<file path="config.mk">
export PLATFORM = sky130hd
export DESIGN_NAME = external_data_bus_interface
export DESIGN_NICKNAME = d
export VERILOG_FILES = /design/src/inc/ext_bus_pkg.sv /design/src/external_data_bus_interface.sv /design/src/core_tick_gen.sv
export SDC_FILE = /design/constraint.sdc
export NUM_CORES = 1
export LEC_CHECK = 0
export ABC_AREA = 1
export ABC_CLOCK_PERIOD_IN_PS = 3200
export BUFFER_PORTS_ARGS = -buffer_cell sky130_fd_sc_hd__buf_2
export CORE_UTILIZATION = 25
export DETAILED_ROUTE_END_ITERATION = 12
export SYNTH_ARGS = -nofsm -noshare
export SYNTH_HDL_FRONTEND = slang
export SYNTH_SLANG_ARGS = --single-unit
</file>
<file path="constraint.sdc">
create_clock -name core_clk_i -period 3.2 [get_ports core_clk_i]
set_clock_uncertainty 0.1 [all_clocks]
set_input_delay 0.16 -clock core_clk_i [delete_from_list [all_inputs] [get_ports core_clk_i]]
set_output_delay 0.16 -clock core_clk_i [all_outputs]
set_load 0.01 [all_outputs]
</file>
<file path="src/inc/ext_bus_pkg.sv">
// constants and types shared by the external data bus interface
// Function
// [RULE1] During an access the low byte of the address goes out on the low-byte port and the high byte on the high-byte port.
// [RULE2] Data shares the low-byte port lines with the low address byte, address first and data afterwards.
// [RULE3] The address latch strobe marks when a valid low address stands on the shared lines, so outside logic can latch it.
// [RULE4] A read asserts the active-low read strobe, the alternative function of bit 7 of the third port.
// [RULE5] A write asserts the active-low write strobe, the alternative function of bit 6 of the third port.
// [RULE6] An unstretched read or write bus cycle lasts exactly six core clock periods.
// [RULE7] A bus cycle is twelve oscillator periods in standard mode and six in double-speed mode.
// [RULE8] With stretch select set, the read and write strobes widen from 3 to 15 core clock periods.
// [RULE9] A read releases the shared lines after the address phase and samples data as the read strobe rises.
// [RULE10] External memory drives the shared lines only while read strobe is low and takes write data by the write strobe's rise.
package ext_bus_pkg;
  // bus cycle shape, counted in core clock periods
  localparam logic [4:0] CYCLE_TICKS = 5'h06;
  localparam logic [4:0] STROBE_TICKS = 5'h03;
  localparam logic [4:0] STRETCH_TICKS = 5'h0F;
  // oscillator periods per core clock period
  localparam logic [1:0] OSC_PER_TICK_STD = 2'h2;
  localparam logic [1:0] OSC_PER_TICK_DSPEED = 2'h1;
  // reset values of the pins
  localparam logic [7:0] ADDR_HIGH_RST = 8'hFF;
  localparam logic [7:0] LOW_PORT_RST = 8'hFF;

  // one-hot bus cycle phases
  typedef enum logic [4:0] {
    PH_IDLE = 5'b0_0001,
    PH_ADDR = 5'b0_0010,
    PH_SETUP = 5'b0_0100,
    PH_STROBE = 5'b0_1000,
    PH_HOLD = 5'b1_0000
  } bus_phase_e;

  // strobe width in core clock periods for the chosen stretch setting
  function automatic logic [4:0] strobe_ticks(input logic stretch);
    strobe_ticks = stretch ? STRETCH_TICKS : STROBE_TICKS;
  endfunction

  // oscillator periods for a number of core clock periods
  function automatic logic [7:0] ticks_to_osc(input logic [4:0] ticks, input logic dspeed);
    ticks_to_osc = dspeed ? {3'h0, ticks} : {2'h0, ticks, 1'b0};
  endfunction
endpackage

</file>
<file path="src/external_data_bus_interface.sv">
// multiplexed 8-bit external data memory bus master
module external_data_bus_interface (
  // clock and reset
  input wire logic core_clk_i,
  input wire logic arst_n_i,
  // mode controls from the core
  input wire logic stretch_select_i,
  input wire logic double_speed_i,
  // core request port
  input wire logic req_i,
  input wire logic we_i,
  input wire logic [15:0] addr_i,
  input wire logic [7:0] wdata_i,
  output logic busy_o,
  output logic done_o,
  output logic [7:0] rdata_o,
  // external bus pins
  output logic [7:0] addr_high_o,
  input wire logic [7:0] addr_data_low_i,
  output logic [7:0] addr_data_low_o,
  output logic addr_data_low_oe_o,
  output logic ale_o,
  output logic rd_n_o,
  output logic wr_n_o
);
  import ext_bus_pkg::*;

  ////////////////////////////////////////////////////////////////////////////////
  // declarations
  bus_phase_e phase;
  logic tick;
  logic [15:0] addr_q;
  logic [7:0] wdata_q;
  logic we_q;
  logic stretch_q;
  logic dspeed_q;
  logic [4:0] strobe_left;
  logic [7:0] din_meta;
  logic [7:0] din_sync;
  logic start;

  assign start = (phase == PH_IDLE) && tick && req_i;

  // core clock period enable
  core_tick_gen u_tick (
    .core_clk_i(core_clk_i),
    .arst_n_i(arst_n_i),
    .double_speed_i(double_speed_i),
    .tick_o(tick)
  );

  ////////////////////////////////////////////////////////////////////////////////
  // pin input synchroniser
  always_ff @(posedge core_clk_i or negedge arst_n_i) begin
    if (!arst_n_i) begin
      din_meta <= 8'h00;
      din_sync <= 8'h00;
    end else begin
      din_meta <= addr_data_low_i;
      din_sync <= din_meta;
    end
  end

  ////////////////////////////////////////////////////////////////////////////////
  // request capture, held for the whole cycle; the tick rate uses live double_speed_i, not dspeed_q
  always_ff @(posedge core_clk_i or negedge arst_n_i) begin
    if (!arst_n_i) begin
      addr_q <= 16'h0000;
      wdata_q <= 8'h00;
      we_q <= 1'b0;
      stretch_q <= 1'b0;
      dspeed_q <= 1'b0;
    end else if (start) begin
      addr_q <= addr_i;
      wdata_q <= wdata_i;
      we_q <= we_i;
      stretch_q <= stretch_select_i;
      dspeed_q <= double_speed_i;
    end
  end

  ////////////////////////////////////////////////////////////////////////////////
  // bus cycle sequencer: addr, setup, strobe, hold, one core period each but strobe
  always_ff @(posedge core_clk_i or negedge arst_n_i) begin
    if (!arst_n_i) begin
      phase <= PH_IDLE;
      strobe_left <= 5'h00;
    end else if (tick) begin
      case (phase)
        PH_IDLE: begin
          if (req_i) begin
            phase <= PH_ADDR;
          end
        end
        PH_ADDR: begin
          phase <= PH_SETUP;
        end
        PH_SETUP: begin
          phase <= PH_STROBE;
          strobe_left <= strobe_ticks(stretch_q) - 5'h01; // [RULE8]
        end
        PH_STROBE: begin
          if (strobe_left == 5'h00) begin
            phase <= PH_HOLD;
          end else begin
            strobe_left <= strobe_left - 5'h01;
          end
        end
        PH_HOLD: begin
          phase <= PH_IDLE; // [RULE6]
        end
        default: begin
          phase <= PH_IDLE;
        end
      endcase
    end
  end

  ////////////////////////////////////////////////////////////////////////////////
  // address pins and latch strobe
  always_ff @(posedge core_clk_i or negedge arst_n_i) begin
    if (!arst_n_i) begin
      addr_high_o <= ADDR_HIGH_RST;
      ale_o <= 1'b0;
    end else if (tick) begin
      if (start) begin
        addr_high_o <= addr_i[15:8]; // [RULE1]
      end
      ale_o <= start; // [RULE3]
    end
  end

  ////////////////////////////////////////////////////////////////////////////////
  // shared low-byte lines: address first, then write data or released for read
  always_ff @(posedge core_clk_i or negedge arst_n_i) begin
    if (!arst_n_i) begin
      addr_data_low_o <= LOW_PORT_RST;
      addr_data_low_oe_o <= 1'b0;
    end else if (tick) begin
      if (start) begin
        addr_data_low_o <= addr_i[7:0]; // [RULE1]
        addr_data_low_oe_o <= 1'b1;
      end else if (phase == PH_ADDR) begin
        addr_data_low_o <= we_q ? wdata_q : LOW_PORT_RST; // [RULE2]
        addr_data_low_oe_o <= we_q; // [RULE9]
      end else if (phase == PH_HOLD) begin
        addr_data_low_oe_o <= 1'b0;
      end
    end
  end

  ////////////////////////////////////////////////////////////////////////////////
  // read and write strobes
  always_ff @(posedge core_clk_i or negedge arst_n_i) begin
    if (!arst_n_i) begin
      rd_n_o <= 1'b1;
      wr_n_o <= 1'b1;
    end else if (tick) begin
      if (phase == PH_SETUP) begin
        rd_n_o <= we_q; // [RULE4]
        wr_n_o <= !we_q; // [RULE5]
      end else if (phase == PH_STROBE && strobe_left == 5'h00) begin
        rd_n_o <= 1'b1;
        wr_n_o <= 1'b1;
      end
    end
  end

  ////////////////////////////////////////////////////////////////////////////////
  // core answer: read data taken as the read strobe rises, done pulse at end
  always_ff @(posedge core_clk_i or negedge arst_n_i) begin
    if (!arst_n_i) begin
      rdata_o <= 8'h00;
      done_o <= 1'b0;
      busy_o <= 1'b0;
    end else begin
      if (tick && phase == PH_STROBE && strobe_left == 5'h00 && !we_q) begin
        rdata_o <= din_sync; // [RULE9]
      end
      done_o <= tick && (phase == PH_HOLD);
      if (start) begin
        busy_o <= 1'b1;
      end else if (tick && phase == PH_HOLD) begin
        busy_o <= 1'b0;
      end
    end
  end

  ////////////////////////////////////////////////////////////////////////////////
  // checks: helper counters in oscillator periods
  logic [7:0] low_len;
  logic [7:0] cyc_len;
  logic strobe_n;

  assign strobe_n = rd_n_o & wr_n_o;

  // count periods the strobe is low and periods since the latch strobe rose
  always_ff @(posedge core_clk_i or negedge arst_n_i) begin
    if (!arst_n_i) begin
      low_len <= 8'h00;
      cyc_len <= 8'h00;
    end else begin
      low_len <= strobe_n ? 8'h00 : low_len + 8'h01;
      cyc_len <= (tick && start) ? 8'h01 : cyc_len + 8'h01;
    end
  end
endmodule // external_data_bus_interface

</file>
<file path="src/core_tick_gen.sv">
// core clock period enable from the oscillator clock
module core_tick_gen (
  // clock and reset
  input wire logic core_clk_i,
  input wire logic arst_n_i,
  // mode
  input wire logic double_speed_i,
  // enable pulse
  output logic tick_o
);
  import ext_bus_pkg::*;

  logic [1:0] div_cnt;

  // count oscillator periods, pulse once per core clock period
  always_ff @(posedge core_clk_i or negedge arst_n_i) begin
    if (!arst_n_i) begin
      div_cnt <= 2'h0;
      tick_o <= 1'b0;
    end else begin
      if (div_cnt + 2'h1 >= (double_speed_i ? OSC_PER_TICK_DSPEED : OSC_PER_TICK_STD)) begin
        div_cnt <= 2'h0;
        tick_o <= 1'b1; // [RULE7]
      end else begin
        div_cnt <= div_cnt + 2'h1;
        tick_o <= 1'b0;
      end
    end
  end
endmodule // core_tick_gen

</file>
# == Yosys cells after proc, flatten, opt, wreduce, memory -nomap -nowiden ==
# Index checks and enable logic that the tools add are counted.
# op_classes
n_addsub,3
eq_ne,8
muxes,20
n_lt_le_gt_ge,1
reduce_logical,20
# op_table
operator,count
$mux W8,3
$pmux W5 S4,1
$mux W5,3
$pmux W5 S2,1
$mux W1,9
$reduce_and A2 Y1,4
$reduce_bool A2 Y1,4
$logic_and A1 B1 Y1,7
$ne A2 B2 Y1 const B,3
$reduce_and A3 Y1,2
$eq A5 B1 Y1 const B,1
$eq A5 B2 Y1 const B,1
$eq A5 B3 Y1 const B,1
$eq A5 B4 Y1 const B,1
$eq A5 B5 Y1 const B,1
$logic_not A5 Y1,1
$sub A4 B1 Y5 const B,1
$sub A5 B1 Y5 const B,1
$mux W2,2
$mux W4,1
$reduce_bool A3 Y1,1
$add A2 B1 Y2 const B,1
$ge A2 B2 Y1,1
$logic_not A1 Y1,1
# word_totals
input_bits,38
regBits,69
output_inout_bits,30
wordCells,70

# == Depth between registers and ports, before layout ==
# Gate-level depths: netlist (run 1).
# logic_depth
word_depth,5
mapped_depth,10
ltp_nobuf,10

# == Cells and area by module ==
# A second synthesis (run 1) with hierarchy kept.
# hier_totals
hier_cells,295
area_unflattened_um2,2845.2
# modules_own_cells
mod,n_inst,cells_each,area_each_um2,seq_area_each_um2
external_data_bus_interface,1,277,2690.1,1675.4
core_tick_gen,1,18,155.1,75.1

# == Worst setup path before layout (run 1) ==
# Ideal clock, no wire load.
# synth_timing
path_type,reg-to-reg
start,reg phase[0]
end,reg wdata_q[0]
period_less_slack_ps,1727
n_path_buf,1
arrival_ps,1501
setup_ps,125
path_stages_with_launch,6
required_ps,2975
setup_slack_ps,1473
cell_sequence,dfstp_2 -> nand2_1 -> nor3_4 -> nand2_4 -> buf_6 -> mux2_4
# synth_via
elab_chain_len,3
# synth_rtl
element,line_no,text
from (decl),external_data_bus_interface.sv:30,bus_phase_e phase;
from (signal assigned),external_data_bus_interface.sv:86,phase <= PH_IDLE;
from (signal assigned),external_data_bus_interface.sv:92,phase <= PH_ADDR;
from (signal assigned),external_data_bus_interface.sv:96,phase <= PH_SETUP;
$eq A5 B1 Y1,external_data_bus_interface.sv:42,assign start = (phase == PH_IDLE) && tick && req_i;
$logic_and A1 B1 Y1 (2 in a row),external_data_bus_interface.sv:42,
to (signal assigned),external_data_bus_interface.sv:75,wdata_q <= wdata_i;
to (decl),external_data_bus_interface.sv:33,logic [7:0] wdata_q;
# No other way between the ends.
# A chain may end at the register's enable or synchronous reset.

# == Worst setup path after layout (run 1) ==
# layout_timing
start,reg phase[3]
end,reg addr_data_low_o[3]
# layout_via
elab_chain_len,5
word_cells_on_any_way,7
cone_classes,2 x eq/ne; 1 x mux; 4 x reduce/logical
# layout_rtl
element,line_no,text
$eq A5 B1 Y1,external_data_bus_interface.sv:42,
$logic_and A1 B1 Y1 (2 in a row),external_data_bus_interface.sv:42,
$reduce_bool A2 Y1 (no source line),n/a,
$reduce_and A2 Y1 (no source line),n/a,
to (signal assigned),external_data_bus_interface.sv:141,addr_data_low_o <= addr_i[7:0];
to (signal assigned),external_data_bus_interface.sv:144,addr_data_low_o <= we_q ? wdata_q : LOW_PORT_RST;
to (decl),external_data_bus_interface.sv:20,"output logic [7:0] addr_data_low_o,"
# Parallel ways exist; a longest one is shown, timed or not.

==> impl_metrics.tcl, run 1 <==
set metrics [dict create \
    synth.avg_cell_area_um2 10.40 \
    syn_to_final_growth_pct 35.44 \
    cp.arrival_ns 2.41 \
    cap_viol_max_count 0 \
    rows 39 \
    outcome "finished clean" \
    core-area_um2 11370 \
    setup_viol 0 \
    vias 2252 \
    crit_path_end_kind "register" \
    clockBufferDepth 2 \
    ys_types 22 \
    place.gp.congestion 0.8691 \
    tightest_slew_ns 1.057 \
    p_leak_nw 2.041 \
    grt_pass1_wl_mm 10.73 \
    netlist_area_um2 2913 \
    syn_nets 321 \
    first_global_vias 2272 \
    power_mw 3.736 \
    die_h_um 109.9 \
    cts.sinks 69 \
    yosysMostFrequentCell "nand2_1" \
    critPathCapture "addr_data_low_o[3]" \
    relSlewSlack 0.2878 \
    use_met3 0.03557 \
    track_usage 0.1193 \
    cts_tree "done" \
    powerDensity_nw_per_um2 947.0 \
    r2r_slack_ns 0.94 \
    die-area_um2 12090 \
    drv_slew 0 \
    async_flop_share 1.000 \
    worstPathRequired_ns 3.36 \
    clk_pin_slew_ns 0.05 \
    rr_startpoint "phase[3]" \
    first_pass_iters 4 \
    wl_per_cell_um 12.23 \
    hp-class "primary input to register" \
    rr_worst_depth 7 \
    cp-startpoint "phase[3]" \
    vias_per_cell 4.257 \
    critPathKind "register to register" \
    ys_top_cells_by_count "nand2_1 (84), dfrtp_1 (50), nand3_1 (23)" \
    syn_inst 280 \
    synth_top_area_cell "dfrtp_1" \
    gr-usage-met2 0.1879 \
    die_x_um 109.9 \
    drive_gt1_frac 0.3342 \
    antennaDiodeCount 0 \
    post_cts_resized 0 \
    drc 0 \
    cts_made_buffers 9 \
    hold_viol 0 \
    setup_ws_ns 0.9409 \
    dp_hpwl_mm 4.384 \
    fin_setup_tns_ns 0 \
    overflow 0 \
    yosysSeqAreaShare 0.6009 \
    port_buffers 67 \
    synth-main-ff-cell "dfrtp_1" \
    met1_usage 0.1484 \
    fin_crit_ns 2.259 \
    nNetsFinal 422 \
    wl_mm 6.470 \
    synth-edff-count 0 \
    worst_skew_pair.late_latency_ns 0.32 \
    place_ws_ns 0.9105 \
    synthTopCellsByArea "dfrtp_1 (43%), dfstp_2 (17%), nand2_1 (11%)" \
    ant_nets 0 \
    cts_htree_levels 3 \
    ys_ff_latch 69 \
    cp-start-kind "register" \
    grt_antenna_before_repair 0 \
    fmax_ghz 0.4426 \
    yosysTopAreaCellShare 0.4296 \
    ios 68 \
    root_buffer "clkbuf_16" \
    fin_crit_sh 0.7060 \
    ys_warn_count 0 \
    grt_setup_unrepaired "false" \
    grt_start_max_net_pins 70 \
    r2r_end "addr_data_low_o[3]" \
    initialDrtViolationCount 84 \
    ir_drop_v 0.0003986 \
    top_usage_layer "met2" \
    crit_path_max_fanout 11 \
    start_util 0.2562 \
]
==> metrics by stage <==
stage	cells	hold WS, ns	util	instance area, um2
2_1_floorplan	280	-0.2356	-	2913
3_3_place_gp	486	0.1690	0.2991	3401
3_5_place_dp	486	0.1705	0.2991	3401
4_1_cts	529	0.02954	0.3470	3945
5_1_grt	529	0.07198	0.3470	3945
6_report	529	0.04666	0.3470	3945
==> kinds of logic (layout without fill, tap and decap cells) <==
logic type / after synthesis / in the layout / synth area share
DFF: 69 / 69 / 0.6009
adders and majority gates: 3 / 3 / 0.01289
buffers and inverters: 26 / 132 / 0.03952
muxes: 18 / 18 / 0.09278
AOI/OAI and AO/OA: 24 / 24 / 0.04124
and+or+nand+nor: 140 / 140 / 0.2126
==> metal layers <==
layer  vias to the layer above  wire [um]
li1                       1110          -
met1                      1057       2893
met2                        71       3109
met3                        14        354
met4                         0        112
met5                         -          0
==> area by class of cell <==
cell class / count / area, um2
clock inverter: 2 / 10.01
clock buffer: 14 / 264.0
multi-input combinational: 185 / 1047
fill: 1148 / 7425
inverter: 21 / 78.83
tap: 143 / 178.9
sequential: 69 / 1750
timing repair buffer: 95 / 615.6
==> power by group <==
part | internal [mW] | total [mW] | switching [mW]
combinational | 0.594 | 1.37 | 0.775
sequential | 1.28 | 1.47 | 0.190
clock | 0.564 | 0.901 | 0.336
==> repair_timing <==
action / CTS / global route
setup endpoints to repair: 0 / 0
hold buffers: 27 / 0
buffers inserted: 0 / 0
hold endpoints to repair: 76 / 0
==> sequential cells by signal, indices dropped and copies added (netlist names), 2 cells and up <==
register and cells:
wdata_q 8, u_tick.div_cnt 2, addr_high_o 8, strobe_left 5, din_meta 8, phase 5
din_sync 8, addr_data_low_o 8, rdata_o 8
==> cells in the final DEF (no fill, tap or decap) <==
cell and instances:
nand2_1 84, buf_2 66, dfrtp_1 50, dlygate4sd3_1 27, nand3_1 23, inv_1 21
o21ai_0 20, dfstp_2 19, mux2_4 18, nor2_1 17, clkbuf_16 9, a21oi_1 4
nor2_2 3, nor3_1 3, ha_1 3, clkbuf_1 3, or2_2 2, nand4_1 2
nor3_4 2, nand2_2 2, clkinv_2 2, clkbuf_8 2, buf_4 2, nand3_2 1
nand2_4 1
==> critical path, cell delays in order, from the launching register on <==
cell	delay, ns
dfrtp_1	0.46
nor2_2	0.07
nand2_2	0.10
nor3_4	0.08
o21ai_0	0.83
inv_1	0.32
nand2_1	0.17
nand2_1	0.06
==> worst min-delay path by stage <==
stage               cells past startpoint            endpoint                from  slack [ns]
floorplan                               0  addr_data_low_oe_o            arst_n_i       -0.24
global placement                        1         din_meta[0]  addr_data_low_i[0]        0.17
detailed placement                      1         din_meta[2]  addr_data_low_i[2]        0.17
CTS                                     5  addr_data_low_o[4]           addr_i[4]        0.03
global route                            5  addr_data_low_o[1]           addr_i[1]        0.07
finish                                  5  addr_data_low_o[4]           addr_i[4]        0.05
(Power assumes the default switching activity.)
==> run 2, diff against run 1 <==
ABC_CLOCK_PERIOD_IN_PS = 2200   (was 3200)
clock period = 2.2 ns   (was 3.2 ns; I/O delays follow)
==> run 2 against run 1 <==
Against the previous run:
- register-to-register slack got worse by 0.63 ns
- routed wire length down 2.3%
- clock-buffer cell count shrank 2
- worst setup slack worse by 0.63 ns
- critical path type unchanged
- critical endpoint is now strobe_left[4]
- largest cell class unchanged
- highest routed layer unchanged
==> impl_metrics.tcl, run 2 (synthesis results as in run 1) <==
set metrics [dict create \
    powerDensity_nw_per_um2 1391 \
    setup_viol 0 \
    grt_start_max_net_pins 70 \
    hold_slack_ns 0.01809 \
    tightest_slew_ns 0.8492 \
    drive_gt1_frac 0.3384 \
    cp.arrival_ns 2.02 \
    root_buffer "clkbuf_16" \
    syn_to_final_growth_pct 40.42 \
    drc 0 \
    first_pass_iters 4 \
    cp-startpoint "phase[2]" \
    crit_path_max_fanout 9 \
    core-area_um2 11370 \
    die_h_um 109.9 \
    cp-start-kind "register" \
    track_usage 0.1173 \
    fin_crit_sh 0.8592 \
    setup_ws_ns 0.3097 \
    place_ws_ns 0.3465 \
    worst_skew_pair.late_latency_ns 0.33 \
    r2r_end "strobe_left[4]" \
    layout_commonest_cell "nand2_1" \
    critPathKind "register to register" \
    fmax_ghz 0.5290 \
    clk_pin_slew_ns 0.06 \
    ir_drop_v 0.0006257 \
    utilization 0.3597 \
    grt_antenna_before_repair 0 \
    die_x_um 109.9 \
    antennaDiodeCount 0 \
    critPathCapture "strobe_left[4]" \
    dp_hpwl_mm 4.289 \
    fin_crit_ns 1.890 \
    crit_chain "nor2_1 -> nand3_2 -> nor2_1 -> ha_1 -> inv_1 -> nor2_1 -> nand3_1 -> nand2_1 -> inv_1" \
    critPathMaxStageDelay_ns 0.41 \
    cts.sinks 69 \
    hold_viol 0 \
    outcome "finished clean" \
    final_cell_mix "nand2_1 (84), buf_2 (66), dfrtp_1 (50)" \
    nNetsFinal 432 \
    hp-class "primary input to register" \
    ios 68 \
    initialDrtViolationCount 121 \
    slowest_stage "dfrtp_1" \
    rr_startpoint "phase[2]" \
    drv_slew 0 \
    crit_path_end_kind "register" \
    wl_mm 6.321 \
    wl_per_cell_um 11.73 \
    post_cts_resized 0 \
    grt_pass1_wl_mm 10.74 \
    dpl.cell_count 489 \
    die-area_um2 12090 \
    cts_htree_levels 3 \
    vias 2266 \
    overflow 0 \
    port_buffers 67 \
    instances_no_fill 539 \
    fin_setup_tns_ns 0 \
    start_util 0.2562 \
    vias_per_cell 4.204 \
    rows 39 \
    cts_tree "done" \
    p_leak_nw 2.111 \
    relSlewSlack 0.4338 \
    worstPathRequired_ns 2.33 \
    r2r_slack_ns 0.31 \
    cts_made_buffers 9 \
    rr_worst_depth 9 \
    clockBufferDepth 2 \
    grt_setup_unrepaired "false" \
    crit_top_cell "nor2_1" \
    first_global_vias 2305 \
    ant_nets 0 \
    cap_viol_max_count 0 \
    place.gp.congestion 0.7929 \
]
## run 2: changes by cell type in the layout (fill, tap and decap cells not counted)
| cell | before | now |
|---|---|---|
| buf_4 | 2 | 5 |
| dlygate4sd3_1 | 27 | 34 |
| bufinv_16 | 0 | 2 |
| clkbuf_1 | 3 | 1 |
## run 2: how the worst min path moves through the flow
stage	start	end	slack [ns]	cells after the start
detailed placement	addr_data_low_i[5]	din_meta[5]	0.12	1
global placement	addr_data_low_i[0]	din_meta[0]	0.12	1
floorplan	arst_n_i	addr_data_low_oe_o	-0.29	0
global route	addr_i[7]	addr_data_low_o[7]	0.08	5
finish	addr_i[7]	addr_data_low_o[7]	0.02	5
CTS	addr_i[7]	addr_data_low_o[7]	0.005	5
## run 2: timing repair
action	in CTS	in global routing
buffers inserted	0	0
endpoints found under the hold margin	83	0
hold buffers	34	0
## run 2: through the flow
stage	area, um2	power, mW
4_1_cts	4090	5.753
2_1_floorplan	2913	3.499
5_1_grt	4090	6.113
6_report	4090	5.690
3_3_place_gp	3423	4.072
3_5_place_dp	3423	4.112
## run 2: critical path, delay by kind of cell (launching register included)
kind                     cells  cell delay [ns]
adder cells (fa/ha/maj)      1             0.19
buffers and inverters        2             0.07
AND/OR/NAND/NOR              6             1.00
flip-flops                   1             0.41
## run 2: final cells by class
| class | instances | area, um2 |
|---|---|---|
| fillers | 1128 | 7279 |
| clock buffers | 12 | 256.5 |
| clock inverters | 4 | 70.07 |
| flip-flops and latches | 69 | 1750 |
| multi-input cells | 185 | 1047 |
| well taps | 143 | 178.9 |
| repair buffers | 105 | 708.2 |
| inverters | 21 | 78.83 |
## run 2: layer usage
metal / GRT usage / up-vias / routed length, um
met2: 0.1879 / 55 / 2989
li1: - / 1131 / -
met3: 0.03497 / 12 / 318
met1: 0.1434 / 1068 / 2886
met5: 0 / - / 0
met4: 0.05714 / 0 / 126
## run 2: report_power, final
group          switching (mW)  internal (mW)  total, mW
Combinational            1.07          0.892       1.96
Clock                   0.512           1.05       1.56
Sequential              0.311           1.86       2.17
==> run 3, diff against run 2 <==
ABC_CLOCK_PERIOD_IN_PS = 2390   (was 2200)
SYNTH_HIERARCHICAL = 1   (was unset)
clock period = 2.39 ns   (was 2.2 ns; I/O delays follow)
==> run 3 against run 2 <==
Against the previous run:
- clock power down 17%
- power shrank 15%
- die area down 2.3%
- synthesized cell count grew 5.4%
- combinational power decreased by 18%
- via count about the same
- fmax increased by 7.3%
- core utilization up 0.18 points
- critical path type unchanged
- largest cell class unchanged
- largest power group unchanged
==> impl_metrics.tcl, run 3 <==
set metrics [dict create \
    outcome "finished clean" \
    netlist_area_um2 2845 \
    power_mw 4.856 \
    cts_htree_levels 3 \
    synth-edff-count 0 \
    tightest_slew_ns 0.8525 \
    port_buffers 67 \
    syn_inst 295 \
    drv_slew 0 \
    relSlewSlack 0.4316 \
    die_x_um 108.7 \
    overflow 0 \
    post_cts_resized 0 \
    place.gp.congestion 0.8532 \
    fin_crit_ns 1.761 \
    async_flop_share 1.000 \
    worstPathRequired_ns 2.52 \
    grt_pass1_wl_mm 10.42 \
    crit_chain "nor2_4 -> nand3_4 -> nor2_4 -> inv_2 -> nor2_4 -> nand2_2 -> nand2_1 -> nand2_1" \
    worst_skew_pair.late_latency_ns 0.33 \
    ys_types 26 \
    yosysMostFrequentCell "nand2_1" \
    wl_mm 6.245 \
    grt_start_max_net_pins 70 \
    ios 68 \
    r2r_slack_ns 0.63 \
    start_util 0.2591 \
    grt_antenna_before_repair 0 \
    dp_hpwl_mm 4.226 \
    initialDrtViolationCount 110 \
    critPathKind "register to register" \
    fmax_ghz 0.5678 \
    cts.sinks 69 \
    syn_nets 336 \
    drc 0 \
    crit_top_cell "nor2_4" \
    setup_viol 0 \
    hp-class "primary input to register" \
    clk_pin_slew_ns 0.07 \
    fin_crit_sh 0.7369 \
    ys_warn_count 6 \
    antennaDiodeCount 0 \
    vias 2268 \
    ir_drop_v 0.0004268 \
    synth_top_area_cell "dfrtp_1" \
    drive_gt1_frac 0.3039 \
    cp-startpoint "phase[2]" \
    core-area_um2 10980 \
    final_cell_mix "nand2_1 (96), buf_2 (67), dfrtp_1 (50)" \
    r2r_end "rdata_o[0]" \
    critPathMaxStageDelay_ns 0.45 \
    p_leak_nw 2.002 \
    hold_end "u_tick/tick_o" \
    cap_viol_max_count 0 \
    ys_ff_latch 69 \
    powerDensity_nw_per_um2 1223 \
    slowest_stage "dfrtp_1" \
    hold_viol 0 \
    fin_setup_tns_ns 0 \
    hp-start "double_speed_i" \
    synth.avg_cell_area_um2 9.645 \
    rr_worst_depth 8 \
    rows 38 \
    clockBufferDepth 2 \
    die_h_um 108.7 \
    first_global_vias 2180 \
    layout_commonest_cell "nand2_1" \
    crit_path_max_fanout 11 \
    yosysSeqAreaShare 0.6152 \
    cts_tree "done" \
    first_pass_iters 4 \
    cp-start-kind "register" \
    cp.arrival_ns 1.89 \
    crit_path_end_kind "register" \
    nNetsFinal 444 \
    root_buffer "clkbuf_16" \
    synthTopCellsByArea "dfrtp_1 (44%), dfstp_2 (18%), nand2_1 (13%)" \
    synth-main-ff-cell "dfrtp_1" \
    wl_per_cell_um 11.40 \
    syn_to_final_growth_pct 39.58 \
    die-area_um2 11810 \
    ant_nets 0 \
    rr_startpoint "phase[2]" \
    vias_per_cell 4.139 \
    ys_top_cells_by_count "nand2_1 (96), dfrtp_1 (50), inv_1 (24)" \
    track_usage 0.1159 \
    yosysTopAreaCellShare 0.4398 \
    grt_setup_unrepaired "false" \
    whs_path_depth 4 \
    cts_made_buffers 9 \
]
-- run 3: cell types whose count changed after synthesis, sizes merged, moves of 2 or more --
cell,delta
nand3,-8
o21ai,+14
buf,+4
or2,-2
nor2,-2
inv,+9
nand2,+11
nand4,+5
nor3,+3
a21oi,-3
mux2,-18
-- run 3: logic make-up (layout without fill, tap and decap cells) --
family                     after synthesis  in the layout  share of synthesized area
and+or+nand+nor                        147            147                     0.2410
AOI/OAI and AO/OA                       36             36                    0.06596
adders and majority gates                3              3                    0.01319
xor gates and xnor gates                 2              2                   0.006158
buffers and inverters                   38            151                    0.05849
DFF                                     69             69                     0.6152
-- run 3: worst max-delay path, delay by kind of cell, from the launching register on --
family / cells / cell delay, ns
buffers and inverters: 1 / 0.05
and+or+nand+nor: 7 / 1.06
DFF: 1 / 0.45
-- run 3: worst max path at each step --
stage	slack, ns	end	cells past startpoint
global route	0.43	rdata_o[6]	9
global placement	0.67	rdata_o[4]	8
finish	0.63	rdata_o[0]	8
floorplan	0.80	strobe_left[4]	9
CTS	0.60	rdata_o[6]	8
detailed placement	0.61	rdata_o[0]	8
-- run 3: metrics by stage --
step                hold slack [ns]  utilization  instances  instance area, um2  setup WS [ns]
floorplan                   -0.2761            -        295                2845         0.8045
global placement             0.1277       0.3029        497                3327         0.6710
detailed placement           0.1288       0.3029        497                3327         0.6113
CTS                         0.08464       0.3616        548                3971         0.6004
global route                 0.1298       0.3616        548                3971         0.4282
finish                      0.09603       0.3616        548                3971         0.6287
-- run 3: final cells by class --
| cell class | instances | area, um2 |
|---|---|---|
| clock buffers | 9 | 225.2 |
| clock inverters | 7 | 68.82 |
| fillers | 1120 | 7012 |
| inverters | 30 | 115.1 |
| multi-input cells | 188 | 928.4 |
| flip-flops and latches | 69 | 1750 |
| well taps | 140 | 175.2 |
| repair buffers | 105 | 708.2 |
-- run 3: what timing repair did --
action | in CTS | in global routing
hold buffers | 35 | 0
setup buffers | 0 | 0
endpoints found under the hold margin | 84 | 0
-- run 3: routing by layer --
layer	GRT usage	up-vias	wire length [um]
met5	0	-	0
met4	0.03958	0	74
met3	0.04304	5	255
met2	0.1786	42	3013
met1	0.1492	1059	2901
li1	-	1162	-
-- run 3: where the power goes --
part	switching (mW)	internal, mW	leakage [nW]
sequential	0.266	1.69	0.826
combinational	0.987	0.608	1.03
clock	0.563	0.739	0.147
total	1.82	3.04	2.00
